===== config.mk =====
export PLATFORM = sky130hd
export DESIGN_NAME = hbrfe_top
export DESIGN_NICKNAME = d
export VERILOG_FILES = /design/src/core/hbrfe_sync.v /design/src/core/hbrfe_top.v
export VERILOG_INCLUDE_DIRS = /design/src /design/src/core
export SDC_FILE = /design/constraint.sdc
export NUM_CORES = 1
export LEC_CHECK = 0
export CAP_MARGIN = 0
export CORE_AREA = 2 2 41 43
export DETAILED_ROUTE_END_ITERATION = 10
export DIE_AREA = 0 0 43 45
export DONT_BUFFER_PORTS = 1
export HOLD_SLACK_MARGIN = 0.1
export PLACE_DENSITY = 0.6
export SYNTH_ARGS = -nofsm -noshare
export SYNTH_HDL_FRONTEND = slang
export SYNTH_SLANG_ARGS = --single-unit

===== constraint.sdc =====
create_clock -name REF_CLK -period 1.6 [get_ports REF_CLK]
set_input_delay 0.32 -clock REF_CLK [delete_from_list [all_inputs] [get_ports REF_CLK]]
set_output_delay 0.32 -clock REF_CLK [all_outputs]
set_load 0.02 [all_outputs]

===== src/core/hbrfe_regs.vh =====
`ifndef HBRFE_REGS_VH
`define HBRFE_REGS_VH
// -----------------------------------------------------------------
// Widths and reset values
// -----------------------------------------------------------------
`define HBRFE_DW 8
`define HBRFE_DATA_RST 8'h00
`define HBRFE_SYNC_ZERO 2'h0
// -----------------------------------------------------------------
// Front-end states
// -----------------------------------------------------------------
`define HBRFE_ST_RESET 2'h0
`define HBRFE_ST_WAKE 2'h1
`define HBRFE_ST_RUN 2'h2
`endif


===== src/core/hbrfe_sync.v =====
`include "hbrfe_regs.vh"

module hbrfe_sync
(
    // Clock
    input wire clk,
    // Async level in, synchronised level out
    input wire din,
    output wire dout
);

reg [1:0] s_q;

// First flop feeds only the second
always @(posedge clk)
begin
    s_q <= {s_q[0], din};
end

assign dout = s_q[1];

endmodule


===== src/core/hbrfe_top.v =====
`include "hbrfe_regs.vh"

module hbrfe_top
(
    // Clock and reset
    input wire REF_CLK,
    input wire RST_B,
    // Host side
    input wire HOST_RESET_N,
    input wire RETAIN_EN,
    input wire WR_EN,
    input wire [7:0] WR_DATA,
    // Register output and pin drive
    output reg [7:0] RD_DATA,
    output reg [7:0] PIN_OUT,
    output reg PIN_OE,
    output reg READY
);

// -----------------------------------------------------------------
// Input synchronisers
// -----------------------------------------------------------------
wire host_rst_n_s;
wire retain_s;

hbrfe_sync u_rst_sync
(
    .clk(REF_CLK),
    .din(HOST_RESET_N),
    .dout(host_rst_n_s)
);

hbrfe_sync u_ret_sync
(
    .clk(REF_CLK),
    .din(RETAIN_EN),
    .dout(retain_s)
);

// -----------------------------------------------------------------
// Host reset qualification
// -----------------------------------------------------------------
// Assertion acts on the raw pin so drivers float at the next REF_CLK edge; release
// waits for the synchronised level to avoid a metastable exit.
wire host_in_reset;
assign host_in_reset = ~HOST_RESET_N | ~host_rst_n_s;

reg [1:0] state_q;
reg [1:0] state_d;
reg [7:0] data_q;
reg [7:0] data_d;

always @*
begin
    state_d = state_q;
    case (state_q)
        `HBRFE_ST_RESET:
        begin
            if (!host_in_reset)
                state_d = `HBRFE_ST_WAKE;
        end
        `HBRFE_ST_WAKE:
        begin
            state_d = `HBRFE_ST_RUN;
        end
        `HBRFE_ST_RUN:
        begin
            if (host_in_reset)
                state_d = `HBRFE_ST_RESET;
        end
        default:
        begin
            state_d = `HBRFE_ST_RESET;
        end
    endcase
    if (host_in_reset)
        state_d = `HBRFE_ST_RESET;
end

// -----------------------------------------------------------------
// Internal register
// -----------------------------------------------------------------
// Retention only guards against host reset; RST_B always clears.
always @*
begin
    data_d = data_q;
    if (host_in_reset)
    begin
        if (!retain_s)
            data_d = `HBRFE_DATA_RST;
    end
    else if (WR_EN && state_q == `HBRFE_ST_RUN)
        data_d = WR_DATA;
end

// Inputs sampled on the rising edge only
always @(posedge REF_CLK)
begin
    if (!RST_B)
    begin
        state_q <= `HBRFE_ST_RESET;
        data_q <= `HBRFE_DATA_RST;
        RD_DATA <= `HBRFE_DATA_RST;
        PIN_OUT <= `HBRFE_DATA_RST;
        PIN_OE <= 1'b0;
        READY <= 1'b0;
    end
    else
    begin
        state_q <= state_d;
        data_q <= data_d;
        RD_DATA <= data_d;
        PIN_OUT <= data_d;
        PIN_OE <= (state_d == `HBRFE_ST_RUN);
        READY <= (state_d == `HBRFE_ST_RUN);
    end
end

endmodule


== Yosys cells after proc, flatten, opt, wreduce, memory -nomap -nowiden ==
Cells that the tools add are included.

* Equality and inequality tests: 4
* Multiplexer cells: 5
* Bitwise operators: 3
* Reductions and logical operators: 4

{| class="wikitable"
|+ Operators by type and width
! operator !! count
|-
| $mux W8 || 3
|-
| $pmux W2 S3 || 1
|-
| $eq A2 B2 Y1 const B || 2
|-
| $eq A2 B1 Y1 const B || 1
|-
| $logic_not A2 Y1 || 1
|-
| $mux W2 || 1
|-
| $ne A2 B2 Y1 const B || 1
|-
| $not A1 Y1 || 2
|-
| $reduce_and A2 Y1 || 1
|-
| $reduce_bool A2 Y1 || 1
|-
| $logic_and A1 B1 Y1 || 1
|-
| $or A1 B1 Y1 || 1
|}

* Register bits: 15
* Input port bits: 13
* Output and inout port bits: 18
* Word-level logic and storage cells: 21

== Logic depth before layout (Yosys ltp) ==
* Word-level depth: 4
* Mapped depth: 6
* Depth with buffers taken out: 5

== Modules after synthesis ==
A second synthesis with hierarchy kept.

* Cells, all modules: 46
* Area total of the unflattened synthesis: 549.3 sq um

{| class="wikitable"
|+ By module, submodules not included
! module !! instances !! cells an instance !! area each (sq um) !! sequential area each (sq um)
|-
| hbrfe_top || 1 || 42 || 469.2 || 220.2
|-
| hbrfe_sync || 2 || 2 || 40.0 || 40.0
|}

== Worst setup path before layout ==
Ideal clock, no wire load.

* Kind: reg-to-reg
* From: register state_q[0]
* To: register data_q[0]
* Library setup time: 117 ps
* Data arrival time: 1039 ps
* Required time: 1483 ps
* Setup slack: 444 ps
* Cell stages (with the launch flop): 7
* Buffers on the path: 1
* Period minus slack after synthesis: 1156 ps
* Cell sequence: dfxtp_1 -> inv_1 -> ha_1 -> nand4_1 -> and3b_1 -> buf_6 -> a22o_1

* Cells in the longest elaborated chain, start to end: 4

{| class="wikitable"
|+ Ends and longest elaborated chain
! item !! line !! RTL
|-
| start: declaration || hbrfe_top.v:48 || <nowiki>reg [1:0] state_q;</nowiki>
|-
| start signal: assignment || hbrfe_top.v:101 || <nowiki>state_q <= `HBRFE_ST_RESET;</nowiki>
|-
| start signal: assignment || hbrfe_top.v:110 || <nowiki>state_q <= state_d;</nowiki>
|-
| $eq A2 B2 Y1 || - ||
|-
| $logic_and A1 B1 Y1 (no source line) || - ||
|-
| $reduce_bool A2 Y1 (no source line) || - ||
|-
| $reduce_and A2 Y1 (no source line) || - ||
|-
| end signal: assignment || hbrfe_top.v:102 || <nowiki>data_q <= `HBRFE_DATA_RST;</nowiki>
|-
| end signal: assignment || hbrfe_top.v:111 || <nowiki>data_q <= data_d;</nowiki>
|-
| end: declaration || hbrfe_top.v:50 || <nowiki>reg [7:0] data_q;</nowiki>
|}

Every way passes these cells.
A chain may end at the register's enable or synchronous reset.

== Final worst setup path ==
* From: register state_q[0]
* To: register data_q[5]

Same word-level chain as after synthesis.

==> out/metrics.cfg <==
[drt]
dr.pass1.iters = 2
num_vias = 308
finalWirelength_um = 869
first_iter_violations = 2
avgRoutedWirePerCell_um = 15.2
viasPerCell = 5.40
drcViolationCount = 0
ant_nets = 0

[layout]
nNetsFinal = 57
drive_gt1_frac = 0.0976
utilization = 0.357
syn2layout_area_growth_pct = -4.33
n_antenna_cell = 0

[floorplan]
die_w_um = 43
io_pins = 31
core.rowCount = 14
start_util = 0.373
dieArea_um2 = 1940
die_h_um = 45
coreArea_um2 = 1470

[timing]
max_freq_ghz = 0.800
max_slew.worst_pin.slew_ns = 0.429
skew_ns = 0.00758
rsz0062_at_grt = no
max_slew_margin = 0.714
setup_viol = 0
finalSetupTns_ns = 0
post-route-period-util = 0.781
slew_violations = 0
hold_viol = 0
period_needed_ns = 1.25

[setup_path]
worstPathMaxFanout = 8
arrival_ns = 1.42
cp.required_ns = 1.77
cp-end-kind = flop
start_kind = flop
path_class = reg -> reg

[logic_synthesis]
synth_edf_count = 0
synthTopCellsByCount = dfxtp_1 (15), buf_4 (9), a22o_1 (8)
ys_warn_count = 0
syn_area_per_cell_um2 = 11.9
synth.net_count = 61
synth_area_leaders = dfxtp_1 (55%), a22o_1 (13%), buf_4 (12%), ha_1 (4.6%), buf_6 (4.1%)
synth_cells = 46
synth_area_um2 = 549
ys_ff_latch = 15
async_reset_ff_frac = 0
yosysMostFrequentCell = dfxtp_1
yosysSeqAreaShare = 0.547
synth.largest_area_cell = dfxtp_1
ys.flop_type = dfxtp_1
synth.top_cell.area_share = 0.547
ys_types = 13

[cts]
cts_tree = built
clock_latency_ns = 0.27
path_clk_slew_ns = 0.08
cts_buffers = 3
cts_buffer_depth = 2
htreeDepth = 1
cts-root-buf = clkbuf_4
cts_sinks = 15
post_cts_buffers = 0

[placed_design]
io_buffer_count = 0
hpwl_um = 671
gp_congestion = 0.633

[run_status]
outcome = completed

[power]
power_uw = 599
p_leak_uw = 0.000211
power_per_cell_area_nw_per_um2 = 1140
max-vdd-ir-drop_mv = 0.600

[global_route]
grt_overflow = 0
grt_usage = 0.0983
grt_pass1_vias = 309
grt_antenna_before_repair = 0
grt_pass1_wl_mm = 1.35
grt_max_degree = 9

[run]
drv_cap = 0

[worst_hold_path]
hp-class = in -> reg

[sequential cells by signal, summed over array words and instances (netlist names)]
signal / cells
READY: 1
u_rst_sync.s_q: 2
data_q: 8
u_ret_sync.s_q: 2
state_q: 2
[worst paths after layout]
| kind | cells past startpoint | slack (ns) | endpoint | start |
|---|---|---|---|---|
| setup / recovery | 5 | 0.35 | data_q[5]$_SDFFE_PN0P_ | state_q[0]$_SDFF_PN0_ |
| setup reg to reg | 5 | 0.35 | data_q[5]$_SDFFE_PN0P_ | state_q[0]$_SDFF_PN0_ |
| hold / removal | 1 | 0.17 | data_q[7]$_SDFFE_PN0P_ | WR_DATA[7] |
| hold reg to reg | 0 | 0.33 | u_rst_sync.s_q[1]$_DFF_P_ | u_rst_sync.s_q[0]$_DFF_P_ |
[cell families after synthesis]
logic type,count (synthesis),share of synthesized area
simple gates,7,0.0934
compound gates,9,0.137
flops,15,0.547
fa+ha+maj,2,0.0456
buf+inv,13,0.178
[critical path, stage by stage (launching register included)]
cell	delay (ns)
dfxtp_1	0.30
inv_1	0.08
ha_1	0.17
nand4_1	0.07
and3b_1	0.27
a22o_1	0.27
[power breakdown]
| part | internal (µW) | switching (µW) | leakage, µW |
|---|---|---|---|
| registers | 380 | 2.80 | 0.000122 |
| logic | 8.30 | 7.92 | 0.0000739 |
| clock network | 96.5 | 103 | 0.0000150 |
| total | 485 | 114 | 0.000211 |
[metrics by stage]
step | worst slack (ns) | hold slack [ns] | area [µm²] | std cells
after floorplan | 0.444 | 0.310 | 549 | 46
after global placement | 0.426 | 0.311 | 479 | 51
after detailed placement | 0.360 | 0.312 | 479 | 51
after CTS | 0.342 | 0.157 | 526 | 57
after global routing | 0.294 | 0.153 | 526 | 57
final | 0.350 | 0.167 | 526 | 57
[layout by cell type, fill, tap and decap left out, drive strengths merged]
cell type and instances:
a21oi 1, a22o 8, and2 2, and3 2, and3b 1, clkbuf 4
dfxtp 15, dlygate4sd3 2, ha 2, inv 2, nand4 1, nor2b 1
[final cells by class]
type | instances | area, µm²
Inverter | 2 | 7.51
Timing Repair Buffer | 2 | 20.0
Sequential cell | 15 | 300
Clock buffer | 4 | 26.3
Fill cell | 156 | 946
Tap cell | 16 | 20.0
Multi-Input combinational cell | 18 | 151
[per-layer routing]
metal	share of wire	GRT usage
met3	0.14	0.0920
met1	0.34	0.0650
met2	0.50	0.185
met5	0	0
met4	0.016	0.0364
[timing repair]
action,in CTS,in global routing
gates resized for setup,0,0
hold buffers,2,0
endpoints found under the hold margin,2,0
Power figures use the tool's default switching activity.
